===== src/pkg/cic_params.svh =====
// Purpose: offsets, field positions, reset values for core/interrupt config block
// Assumes: word-addressed data space, 16-bit registers
// Notes: offsets are local indices within the block's data-space window
`ifndef CIC_PARAMS_SVH
`define CIC_PARAMS_SVH

`define CIC_ADDR_W 4
`define CIC_OFF_CORE_CONTROL 4'h0
`define CIC_OFF_INT_CONTROL_SECOND 4'h1
`define CIC_OFF_PRIORITY_ADC_SERIAL_TX 4'h2
`define CIC_OFF_PRIORITY_CRC_SERIAL_ERR 4'h3

`define CIC_CORE_LEVEL_BIT 3
`define CIC_CORE_PROGWIN_BIT 2
`define CIC_INTC2_ALTVEC_BIT 15
`define CIC_INTC2_TIMEDBLK_BIT 14
`define CIC_INTC2_EDGE_LSB 0
`define CIC_INTC2_EDGE_MASK 16'h001f
`define CIC_PRIORITY_ADC_SERIAL_TX_MASK 16'h0077
`define CIC_PRIORITY_CRC_SERIAL_ERR_MASK 16'h7770

`define CIC_PRIO_RESET 3'h4
`define CIC_PRIORITY_ADC_SERIAL_TX_ADC_LSB 4
`define CIC_PRIORITY_ADC_SERIAL_TX_TX_LSB 0
`define CIC_PRIORITY_CRC_SERIAL_ERR_CRC_LSB 12
`define CIC_PRIORITY_CRC_SERIAL_ERR_U2E_LSB 8
`define CIC_PRIORITY_CRC_SERIAL_ERR_U1E_LSB 4
`define CIC_LEVEL_SEVEN 4'h7

`endif


===== src/pkg/cic_pkg.sv =====
// Purpose: types shared by the core/interrupt config block
// Assumes: five priority-steered sources, five external edge inputs
// Notes: none
package cic_pkg;
  localparam int CIC_NUM_SRC = 5;
  localparam int CIC_NUM_EXT = 5;
  localparam int CIC_NUM_TRAP = 8;

  typedef logic [2:0] cic_prio_t;
  typedef logic [15:0] cic_word_t;

  typedef struct packed {
    logic rd;
    logic wr;
    logic [3:0] addr;
    cic_word_t wdata;
  } cic_bus_s;

  typedef struct packed {
    logic valid;
    logic is_trap;
    logic [3:0] id;
    cic_prio_t level;
  } cic_req_s;

  typedef enum logic [1:0] {
    CIC_EDGE_IDLE,
    CIC_EDGE_ARMED
  } cic_edge_e;
endpackage : cic_pkg


===== src/cic_core.sv =====
// Purpose: core control and interrupt configuration registers with priority arbitration
// Assumes: data-space register port from the CPU; one clock, synchronous reset
// Notes: arbitration is combinational; request output is registered
// How it works
// - all four registers sit in data space, read and written by ordinary accesses
// - core control bit 3 reads 1 when cpu level exceeds seven; clears itself once the level is seven or below
// - while that status bit is 1, no maskable request reaches the core
// - core control bit 2 shows program memory in data space; resets to 0
// - unimplemented bits read zero and ignore writes
// - three-bit priority codes give the level directly, 111 highest, 001 lowest
// - a priority code of 000 disables its source completely
// - third priority register bits 6-4 hold converter-done priority, reset 4
// - third priority register bits 2-0 hold serial1 transmit priority, reset 4
// - each source takes one of seven levels; arbitration picks the highest
// - up to eight traps run above level seven, unaffected by the user block
`timescale 1ns/1ps
`include "cic_params.svh"
module cic_core
#(
  parameter int NUM_TRAP = 8
)
(
  input wire logic clk,
  input wire logic rst,
  input wire logic ce,
  input cic_pkg::cic_bus_s bus,
  output cic_pkg::cic_word_t rdata,
  input wire logic [3:0] cpu_level,
  input wire logic timed_irq_block_active,
  input wire logic [cic_pkg::CIC_NUM_SRC-1:0] src_flag,
  input wire logic [cic_pkg::CIC_NUM_EXT-1:0] ext_pin,
  input wire logic [NUM_TRAP-1:0] trap_flag,
  output logic [cic_pkg::CIC_NUM_EXT-1:0] ext_flag,
  output logic program_window_enable,
  output logic alternate_vector_select,
  output cic_pkg::cic_req_s core_req
);
  import cic_pkg::*;

  // trap ids travel in a 4-bit field and the trap scan is sized by NUM_TRAP, which must stay within the package limit
  if (NUM_TRAP < 1 || NUM_TRAP > CIC_NUM_TRAP)
  begin : g_bad_num_trap
    $error("NUM_TRAP must be 1..8");
  end

  logic cpu_level_above_seven;
  logic [CIC_NUM_EXT-1:0] ext_edge_polarity;
  cic_prio_t converter_done_priority;
  cic_prio_t serial1_tx_priority;
  cic_prio_t checksum_engine_priority;
  cic_prio_t serial2_error_priority;
  cic_prio_t serial1_error_priority;
  logic [CIC_NUM_EXT-1:0] ext_edge;
  cic_prio_t src_prio [CIC_NUM_SRC];
  cic_req_s next_req;

  function automatic logic hit(input logic [3:0] a, input logic [3:0] off);
    hit = bus.wr && ce && (a == off);
  endfunction : hit

  // level status tracks the cpu each cycle; a software write of 0 changes nothing, the bit falls whenever the cpu is seven or below
  always_ff @(posedge clk)
  begin
    if (rst)
      cpu_level_above_seven <= 1'b0;
    else if (ce)
    begin
      if (cpu_level > `CIC_LEVEL_SEVEN)
        cpu_level_above_seven <= 1'b1;
      else if (hit(bus.addr, `CIC_OFF_CORE_CONTROL) && !bus.wdata[`CIC_CORE_LEVEL_BIT])
        cpu_level_above_seven <= 1'b0;
      else
        cpu_level_above_seven <= 1'b0;
    end
  end

  always_ff @(posedge clk)
  begin
    if (rst)
      program_window_enable <= 1'b0;
    else if (hit(bus.addr, `CIC_OFF_CORE_CONTROL))
      program_window_enable <= bus.wdata[`CIC_CORE_PROGWIN_BIT];
  end

  always_ff @(posedge clk)
  begin
    if (rst)
    begin
      alternate_vector_select <= 1'b0;
      ext_edge_polarity <= '0;
    end
    else if (hit(bus.addr, `CIC_OFF_INT_CONTROL_SECOND))
    begin
      alternate_vector_select <= bus.wdata[`CIC_INTC2_ALTVEC_BIT];
      ext_edge_polarity <= bus.wdata[`CIC_INTC2_EDGE_LSB +: CIC_NUM_EXT];
    end
  end

  always_ff @(posedge clk)
  begin
    if (rst)
    begin
      converter_done_priority <= `CIC_PRIO_RESET;
      serial1_tx_priority <= `CIC_PRIO_RESET;
    end
    else if (hit(bus.addr, `CIC_OFF_PRIORITY_ADC_SERIAL_TX))
    begin
      converter_done_priority <= bus.wdata[`CIC_PRIORITY_ADC_SERIAL_TX_ADC_LSB +: 3];
      serial1_tx_priority <= bus.wdata[`CIC_PRIORITY_ADC_SERIAL_TX_TX_LSB +: 3];
    end
  end

  always_ff @(posedge clk)
  begin
    if (rst)
    begin
      checksum_engine_priority <= `CIC_PRIO_RESET;
      serial2_error_priority <= `CIC_PRIO_RESET;
      serial1_error_priority <= `CIC_PRIO_RESET;
    end
    else if (hit(bus.addr, `CIC_OFF_PRIORITY_CRC_SERIAL_ERR))
    begin
      checksum_engine_priority <= bus.wdata[`CIC_PRIORITY_CRC_SERIAL_ERR_CRC_LSB +: 3];
      serial2_error_priority <= bus.wdata[`CIC_PRIORITY_CRC_SERIAL_ERR_U2E_LSB +: 3];
      serial1_error_priority <= bus.wdata[`CIC_PRIORITY_CRC_SERIAL_ERR_U1E_LSB +: 3];
    end
  end

  // unimplemented bits are simply never stored and read back as zero
  always_ff @(posedge clk)
  begin
    if (rst)
      rdata <= '0;
    else if (ce && bus.rd)
    begin
      case (bus.addr)
        `CIC_OFF_CORE_CONTROL:
          rdata <= {12'h0000, cpu_level_above_seven, program_window_enable, 2'h0};
        `CIC_OFF_INT_CONTROL_SECOND:
          rdata <= {alternate_vector_select, timed_irq_block_active, 9'h000, ext_edge_polarity};
        `CIC_OFF_PRIORITY_ADC_SERIAL_TX:
          rdata <= {9'h000, converter_done_priority, 1'b0, serial1_tx_priority};
        `CIC_OFF_PRIORITY_CRC_SERIAL_ERR:
          rdata <= {1'b0, checksum_engine_priority, 1'b0, serial2_error_priority,
                    1'b0, serial1_error_priority, 4'h0};
        default:
          rdata <= '0;
      endcase
    end
  end

  genvar g;
  generate
    for (g = 0; g < CIC_NUM_EXT; g++)
    begin : g_ext
      cic_edge_sync u_sync
      (
        .clk(clk),
        .rst(rst),
        .ce(ce),
        .pin(ext_pin[g]),
        .falling(ext_edge_polarity[g]),
        .edge_seen(ext_edge[g])
      );
    end
  endgenerate

  // edge flags are sticky until reset; with no clear path nothing can race a set
  always_ff @(posedge clk)
  begin
    if (rst)
      ext_flag <= '0;
    else if (ce)
      ext_flag <= ext_flag | ext_edge;
  end

  always_comb
  begin
    src_prio[0] = converter_done_priority;
    src_prio[1] = serial1_tx_priority;
    src_prio[2] = checksum_engine_priority;
    src_prio[3] = serial2_error_priority;
    src_prio[4] = serial1_error_priority;
  end

  // lowest-numbered source wins a tie between equal levels
  always_comb
  begin
    next_req = '0;
    for (int t = NUM_TRAP - 1; t >= 0; t--)
    begin
      if (trap_flag[t])
      begin
        next_req.valid = 1'b1;
        next_req.is_trap = 1'b1;
        next_req.id = 4'(t);
        next_req.level = 3'h7;
      end
    end
    if (!next_req.valid && !cpu_level_above_seven && !timed_irq_block_active)
    begin
      for (int s = CIC_NUM_SRC - 1; s >= 0; s--)
      begin
        if (src_flag[s] && src_prio[s] != 3'h0 && src_prio[s] >= next_req.level)
        begin
          next_req.valid = 1'b1;
          next_req.id = 4'(s);
          next_req.level = src_prio[s];
        end
      end
    end
  end

  always_ff @(posedge clk)
  begin
    if (rst)
      core_req <= '0;
    else if (ce)
      core_req <= next_req;
  end
endmodule : cic_core


===== src/cic_edge_sync.sv =====
// Purpose: pin synchroniser and polarity-selected edge detector for one external input
// Assumes: pin is asynchronous to clk
// Notes: change counts once second and third stages agree
`timescale 1ns/1ps
module cic_edge_sync
(
  input wire logic clk,
  input wire logic rst,
  input wire logic ce,
  input wire logic pin,
  input wire logic falling,
  output logic edge_seen
);
  logic s1;
  logic s2;
  logic s3;
  logic level;

  always_ff @(posedge clk)
  begin
    if (rst)
    begin
      s1 <= 1'b0;
      s2 <= 1'b0;
      s3 <= 1'b0;
    end
    else if (ce)
    begin
      s1 <= pin;
      s2 <= s1;
      s3 <= s2;
    end
  end

  // level only moves when the last two stages agree, filtering one-cycle glitches
  always_ff @(posedge clk)
  begin
    if (rst)
      level <= 1'b0;
    else if (ce && (s2 == s3))
      level <= s3;
  end

  always_comb
  begin
    if (ce && (s2 == s3) && (s3 != level))
      edge_seen = falling ? ~s3 : s3;
    else
      edge_seen = 1'b0;
  end
endmodule : cic_edge_sync


===== config.mk =====
export PLATFORM = sky130hd
export DESIGN_NAME = cic_core
export DESIGN_NICKNAME = d
export VERILOG_FILES = /design/src/pkg/cic_pkg.sv /design/src/cic_core.sv /design/src/cic_edge_sync.sv
export VERILOG_INCLUDE_DIRS = /design/src /design/src/pkg
export SDC_FILE = /design/constraint.sdc
export NUM_CORES = 1
export LEC_CHECK = 0
export BUFFER_PORTS_ARGS = -buffer_cell sky130_fd_sc_hd__buf_2
export CAP_MARGIN = 20
export CORE_ASPECT_RATIO = 1.75
export CORE_UTILIZATION = 57
export CTS_BUF_LIST = sky130_fd_sc_hd__clkbuf_2
export CTS_CLUSTER_SIZE = 25
export DETAILED_ROUTE_END_ITERATION = 16
export PLACE_DENSITY = 0.92
export SKIP_CTS_REPAIR_TIMING = 1
export SLEW_MARGIN = 15
export SYNTH_ARGS = -nofsm -noshare
export SYNTH_HDL_FRONTEND = slang
export SYNTH_SLANG_ARGS = --single-unit

===== constraint.sdc =====
create_clock -name clk -period 15 [get_ports clk]
set_clock_uncertainty 0.05 [all_clocks]
set_input_delay 0.75 -clock clk [delete_from_list [all_inputs] [get_ports clk]]
set_output_delay 0.75 -clock clk [all_outputs]
set_load 0.01 [all_outputs]

==> flow_summary.ini, run 1 <==
[status]
status = complete, no violations

[cts]
worst_skew_pair.late_latency_ns = 0.52
cts_tree = built
cts_buffers = 9
cts_root_buf = clkbuf_2
ctsLongestPathBuffers = 2
cts.clk_slew.worst_paths_ns = 0.19
h-tree-depth = 3
numClockSinks = 70

[run]
cap_viol_max_count = 0

[placement]
dpl-instance-area_sq_mm = 0.00396
dp_slack_ns = 6.36
place_congestion = 0.903
dp_hpwl_mm = 6.58
portBuffers = 71

[floorplan]
die_h_um = 107
die_area_sq_mm = 0.00664
coreArea_sq_mm = 0.00597
die-width_um = 62.0
io_pins = 80
rows = 37
initial_core_util_pct = 60.2

[layout]
fillers = 492
area_growth_pct = 12.1
final_core_util_pct = 67.5
design_area_sq_mm = 0.00403
drive_gt1_share_pct = 17.8
num_antenna_cells = 0
final_nets = 569

[power_and_ir_drop]
clkPwrFrac_pct = 26.8
power_density_mw_per_mm2 = 76.2
switching_power_w = 0.0000845
swShare_pct = 27.5
comb_power_share_pct = 10.4
p_seq_share_pct = 62.8
peakVddDrop_mv = 0.0525
p_int_w = 0.000223
power_w = 0.000307
leakage_nw = 1.80

[global_routing]
met2_usage_pct = 51.0
antenna_found_initial = 0
grt.busiest_layer = met2
use_met1_pct = 29.3
use_met3_pct = 6.88
grt_usage_pct = 29.0
grt_first_pass_wirelength_mm = 14.2
grt-ovfl-total = 0
first_global_vias = 3199
grt_max_degree = 71

[setup_path]
crit_slowest_cell = nor3_1
cp.required_ns = 15.40
cpMostUsedCell = ha_1
max_stage_delay_ns = 0.40
rr_endpoint = core_req[5]
r2r_start = serial1_error_priority[0]
rr_worst_depth = 34
critPathCaptureType = register
critPathArrivalTime_ns = 8.53
worstSetupStartpointType = input port
crit_type = in -> reg
r2r_slack_ns = 7.40
crit_fanout = 6

[route]
drc = 0
firstDrtPassIters = 4
wire_per_inst_um = 15.0
num_vias = 3457
wl_mm = 8.84
drt-initial-drc-count = 207
ant_nets = 0
viasPerCell = 5.86

[yosys]
synth_warnings = 0
yosys.cell_types.count = 54
avgSynthCellArea_sq_um = 8.04
syn-instance-count = 447
ys_seq_elements = 70
async_reset_ff_share_pct = 0
synth_edf_count = 0
ys.flop_type = dfxtp_1
yosysSeqAreaShare_pct = 39.0
netlist_area_sq_mm = 0.00360

[worst_hold_path]
hold_start = bus[10]
hp-class = in -> reg
min_to = serial2_error_priority[2]
hold_depth = 3

[timing]
setup_viol = 0
grt_setup_unrepaired = no
fin_crit_sh_pct = 54.2
fin_tns_setup_ns = 0
timing.final.hold_violations = 0
layout_setup_ws_ns = 6.87
slew_headroom_pct = 40.4
clock.fmax_ghz = 0.123
post-route-min-period_ns = 8.13
tightestPinTransition_ns = 0.894
finalMaxSlewViolations = 0
==> cell type report <==
cell class / count / area [sq um] / share of cell area, %
clock inverters: 4 / 15.0 / 0.372
well taps: 78 / 97.6 / 2.42
inverters: 11 / 41.3 / 1.02
multi-input cells: 344 / 2060 / 51.1
clock buffers: 11 / 55.1 / 1.37
repair buffers: 72 / 363 / 9.00
flip-flops and latches: 70 / 1400 / 34.8
==> routing by layer <==
layer,wire (um),vias to the layer above
met5,0,-
met4,302,0
met3,472,25
met2,4870,121
met1,3200,1602
li1,-,1709
==> worst max path at each step <==
stage / end / cells past startpoint / slack [ns] / from
after detailed placement: core_req[5] / 38 / 6.36 / trap_flag[1]
after floorplan: core_req[5] / 36 / 7.58 / trap_flag[1]
after CTS: core_req[5] / 38 / 6.92 / trap_flag[1]
final: core_req[5] / 38 / 6.87 / trap_flag[1]
after global routing: core_req[5] / 38 / 6.21 / trap_flag[1]
after global placement: core_req[5] / 38 / 6.62 / trap_flag[1]
==> cell usage in the layout, fill, tap and decap left out, types with 9 or more instances in the layout <==
master and n:
buf_2 71, a21o_1 9, ha_1 13, o21ai_0 12, clkbuf_2 11, nor2_1 68
o31ai_1 9, inv_1 11, mux2i_1 21, a22oi_1 9, nand2_1 62, dfxtp_1 70
nand3_1 23, a21oi_1 35
==> flip-flops by register name, summed over array words and instances, names as in the netlist <==
name and count:
rdata 14, core_req 8, ext_edge_polarity 5, ext_flag 5, g_ext.u_sync.level 5, g_ext.u_sync.s1 5
g_ext.u_sync.s2 5, g_ext.u_sync.s3 5, checksum_engine_priority 3, converter_done_priority 3, serial1_error_priority 3, serial1_tx_priority 3
serial2_error_priority 3, alternate_vector_select 1, cpu_level_above_seven 1, program_window_enable 1
==> synthesized netlist by cell type (2+ instances only) <==
master / number / area (sq um)
a22o_1: 3 / 26.3
o21ai_1: 5 / 25.0
o21a_1: 3 / 22.5
o311ai_1: 2 / 17.5
buf_4: 3 / 22.5
nand3b_1: 5 / 37.5
and3_1: 2 / 12.5
a31oi_1: 4 / 25.0
o211ai_1: 2 / 15.0
a211oi_1: 2 / 15.0
nor2_1: 68 / 255
inv_1: 11 / 41.3
o21ai_0: 12 / 60.1
dfxtp_1: 70 / 1400
clkbuf_1: 19 / 71.3
nor3_1: 8 / 40.0
nor2b_1: 4 / 25.0
buf_1: 2 / 7.51
nand3_1: 23 / 115
a21o_1: 9 / 67.6
mux2i_1: 21 / 210
nor4bb_1: 4 / 40.0
ha_1: 13 / 163
nand2_1: 62 / 233
nand2b_1: 5 / 31.3
o21bai_1: 4 / 30.0
o31a_1: 3 / 26.3
a21oi_1: 35 / 175
a22oi_1: 9 / 67.6
o221ai_1: 2 / 17.5
o31ai_1: 9 / 67.6
==> power groups by stage <==
stage	Combinational, W	Clock (W)	Sequential, W
floorplan	0.0000196	0	0.000197
global placement	0.0000309	0	0.000197
detailed placement	0.0000318	0	0.000197
CTS	0.0000320	0.0000830	0.000193
global route	0.0000357	0.0000927	0.000194
finish	0.0000320	0.0000823	0.000193
==> cells by family after synthesis <==
group	after synthesis	synth area share, %
other cells	1	0.104
simple gates	192	24.2
mux	22	6.26
fa+ha+maj	13	4.52
buf+inv	35	3.97
compound gates	114	22.0
flops	70	39.0
==> metrics by stage <==
| step | hold WS, ns | cells |
|---|---|---|
| 2_1_floorplan | 0.400 | 449 |
| 3_3_place_gp | 0.384 | 575 |
| 3_5_place_dp | 0.392 | 575 |
| 4_1_cts | 0.377 | 590 |
| 5_1_grt | 0.370 | 590 |
| 6_report | 0.395 | 590 |
==> critical path: cells and delay by family <==
kind,cells,cell delay [ns]
AND/OR/NAND/NOR,17,3.02
AO/OA/AOI/OAI,13,2.64
adder cells (fa/ha/maj),5,1.50
multiplexers,1,0.34
buffers and inverters,2,0.25
No activity file was read; power rests on OpenSTA's default activity.
==> run 2: changes to the inputs <==
--- a/config.mk
+++ b/config.mk
@@ -9,11 +9,11 @@
 export BUFFER_PORTS_ARGS = -buffer_cell sky130_fd_sc_hd__buf_2
 export CAP_MARGIN = 20
 export CORE_ASPECT_RATIO = 1.75
-export CORE_UTILIZATION = 57
+export CORE_UTILIZATION = 56
 export CTS_BUF_LIST = sky130_fd_sc_hd__clkbuf_2
 export CTS_CLUSTER_SIZE = 25
 export DETAILED_ROUTE_END_ITERATION = 16
-export PLACE_DENSITY = 0.92
+export PLACE_DENSITY = 0.91
 export SKIP_CTS_REPAIR_TIMING = 1
 export SLEW_MARGIN = 15
 export SYNTH_ARGS = -nofsm -noshare
==> constraint.sdc (replaced) <==
create_clock -name clk -period 8.5 [get_ports clk]
set_clock_uncertainty 0.05 [all_clocks]
set_input_delay 0.425 -clock clk [delete_from_list [all_inputs] [get_ports clk]]
set_output_delay 0.425 -clock clk [all_outputs]
set_load 0.01 [all_outputs]
==> run 2 against run 1 <==
Compared with the run above:
- critical path depth did not move
- sequential share of layout area fell by 0.097 points
- sequential power rose by 77%
- global-route usage fell by 1.9 points
- clock power rose by 86%
- flip-flop and latch count did not move
- worst hold slack got worse by 0.33 ns
- highest routed layer unchanged
==> flow_summary.ini, run 2 (same netlist as run 1, synthesis figures left out) <==
[route]
viasPerCell = 5.83
firstDrtPassIters = 4
num_vias = 3460
drc = 0
wire_per_inst_um = 14.7
wl_mm = 8.73
drt-initial-drc-count = 157
ant_nets = 0

[layout]
instances_no_fill = 593
final_nets = 569
largest_registers = rdata: 14 flops, core_req: 8 flops
num_antenna_cells = 0
drive_gt1_share_pct = 18.5
final_common_cell = buf_2
regMostFlops = rdata
largest_reg_flops = 14
fillers = 559
layout_common_cells = buf_2 (71), dfxtp_1 (70), nor2_1 (68), nand2_1 (62), a21oi_1 (35)
area_growth_pct = 12.5

[timing]
slew_headroom_pct = 40.9
setup_viol = 0
clock.fmax_ghz = 0.128
fin_crit_sh_pct = 91.6
tightestPinTransition_ns = 0.887
fin_tns_setup_ns = 0
grt_setup_unrepaired = no
timing.final.hold_violations = 0
post-route-min-period_ns = 7.78
finalMaxSlewViolations = 0

[setup_path]
cp.required_ns = 8.91
cpMostUsedCell = ha_1
cp_top_family = simple AND/OR/NAND/NOR gates
crit_fanout = 6
crit_slowest_cell = nor3_1
max_stage_delay_ns = 0.39
crit_buf_inv = 2
critPathCaptureType = register
critPathArrivalTime_ns = 8.19
r2r_start = serial1_error_priority[0]
crit_type = in -> reg
rr_worst_depth = 34
rr_endpoint = core_req[5]
r2r_slack_ns = 0.90
worstSetupStartpointType = input port

[worst_hold_path]
hold_depth = 3
min_to = serial2_error_priority[0]
hold_start = bus[8]
hp-class = in -> reg

[power_and_ir_drop]
switching_power_w = 0.000149
clkPwrFrac_pct = 27.8
power_density_mw_per_mm2 = 136
comb_power_share_pct = 10.3
swShare_pct = 27.1
p_int_w = 0.000401
leakage_nw = 1.81
peakVddDrop_mv = 0.115
p_seq_share_pct = 61.9

[floorplan]
die_area_sq_mm = 0.00676
rows = 38
die_h_um = 108
coreArea_sq_mm = 0.00618
initial_core_util_pct = 58.2
die-width_um = 62.6
io_pins = 80

[global_routing]
grt-ovfl-total = 0
grt_usage_pct = 27.1
grt_first_pass_wirelength_mm = 14.2
first_global_vias = 3242
antenna_found_initial = 0
grt_max_degree = 71

[run]
cap_viol_max_count = 0

[cts]
h-tree-depth = 3
cts.clk_slew.worst_paths_ns = 0.18
worst_skew_pair.late_latency_ns = 0.53
ctsLongestPathBuffers = 2
cts_tree = built
cts_buffers = 9
cts_root_buf = clkbuf_2
numClockSinks = 70

[placement]
dp_cells = 577
dp_hpwl_mm = 6.62
place_congestion = 0.920
portBuffers = 71

[status]
status = complete, no violations
==> run 2: how the worst max path moves through the flow <==
stage	slack (ns)	start	depth (start not counted)	end
CTS	0.82	trap_flag[1]	38	core_req[5]
detailed placement	0.26	trap_flag[1]	38	core_req[5]
global placement	0.51	trap_flag[1]	38	core_req[5]
finish	0.72	trap_flag[1]	38	core_req[5]
global route	0.09	trap_flag[1]	38	core_req[5]
floorplan	1.40	trap_flag[1]	36	core_req[5]
==> run 2: area by class of cell <==
| cell class | count | area [sq um] | area share, % |
|---|---|---|---|
| clock buffers | 14 | 70.1 | 1.73 |
| inverters | 11 | 41.3 | 1.02 |
| flip-flops and latches | 70 | 1400 | 34.7 |
| repair buffers | 72 | 363 | 8.97 |
| clock inverters | 2 | 8.76 | 0.217 |
| multi-input cells | 344 | 2060 | 50.9 |
| well taps | 80 | 100 | 2.48 |
==> run 2: metrics by stage <==
step / area [sq um] / setup slack [ns] / hold WS [ns] / util [%] / total power, W
floorplan: 3600 / 1.40 / 0.400 / - / 0.000382
global placement: 3970 / 0.505 / 0.384 / 64.1 / 0.000402
detailed placement: 3970 / 0.256 / 0.389 / 64.1 / 0.000403
CTS: 4040 / 0.817 / 0.0442 / 65.4 / 0.000553
global route: 4040 / 0.0923 / 0.0481 / 65.4 / 0.000572
finish: 4040 / 0.718 / 0.0695 / 65.4 / 0.000550
==> run 2: power by group through the flow <==
| stage | combinational, W | clock [W] | sequential, W |
|---|---|---|---|
| 6_report | 0.0000564 | 0.000153 | 0.000341 |
| 5_1_grt | 0.0000622 | 0.000168 | 0.000342 |
| 4_1_cts | 0.0000561 | 0.000156 | 0.000341 |
| 3_5_place_dp | 0.0000559 | 0 | 0.000347 |
| 3_3_place_gp | 0.0000547 | 0 | 0.000347 |
| 2_1_floorplan | 0.0000345 | 0 | 0.000348 |
==> run 2: worst reg2reg max path, delay by kind of cell, from the launching register on <==
kind	cells	cell delay [ns]
simple gates	14	2.46
flops	1	0.48
mux	1	0.34
fa+ha+maj	5	1.49
compound gates	13	2.64
buf+inv	1	0.08
==> run 2: metal layers <==
layer,vias up,share of wire [%],GRT usage (%)
met2,112,55,51.2
met4,0,3.6,17.4
li1,1709,-,-
met3,30,5.5,5.06
met1,1609,36,26.5
met5,-,0,0
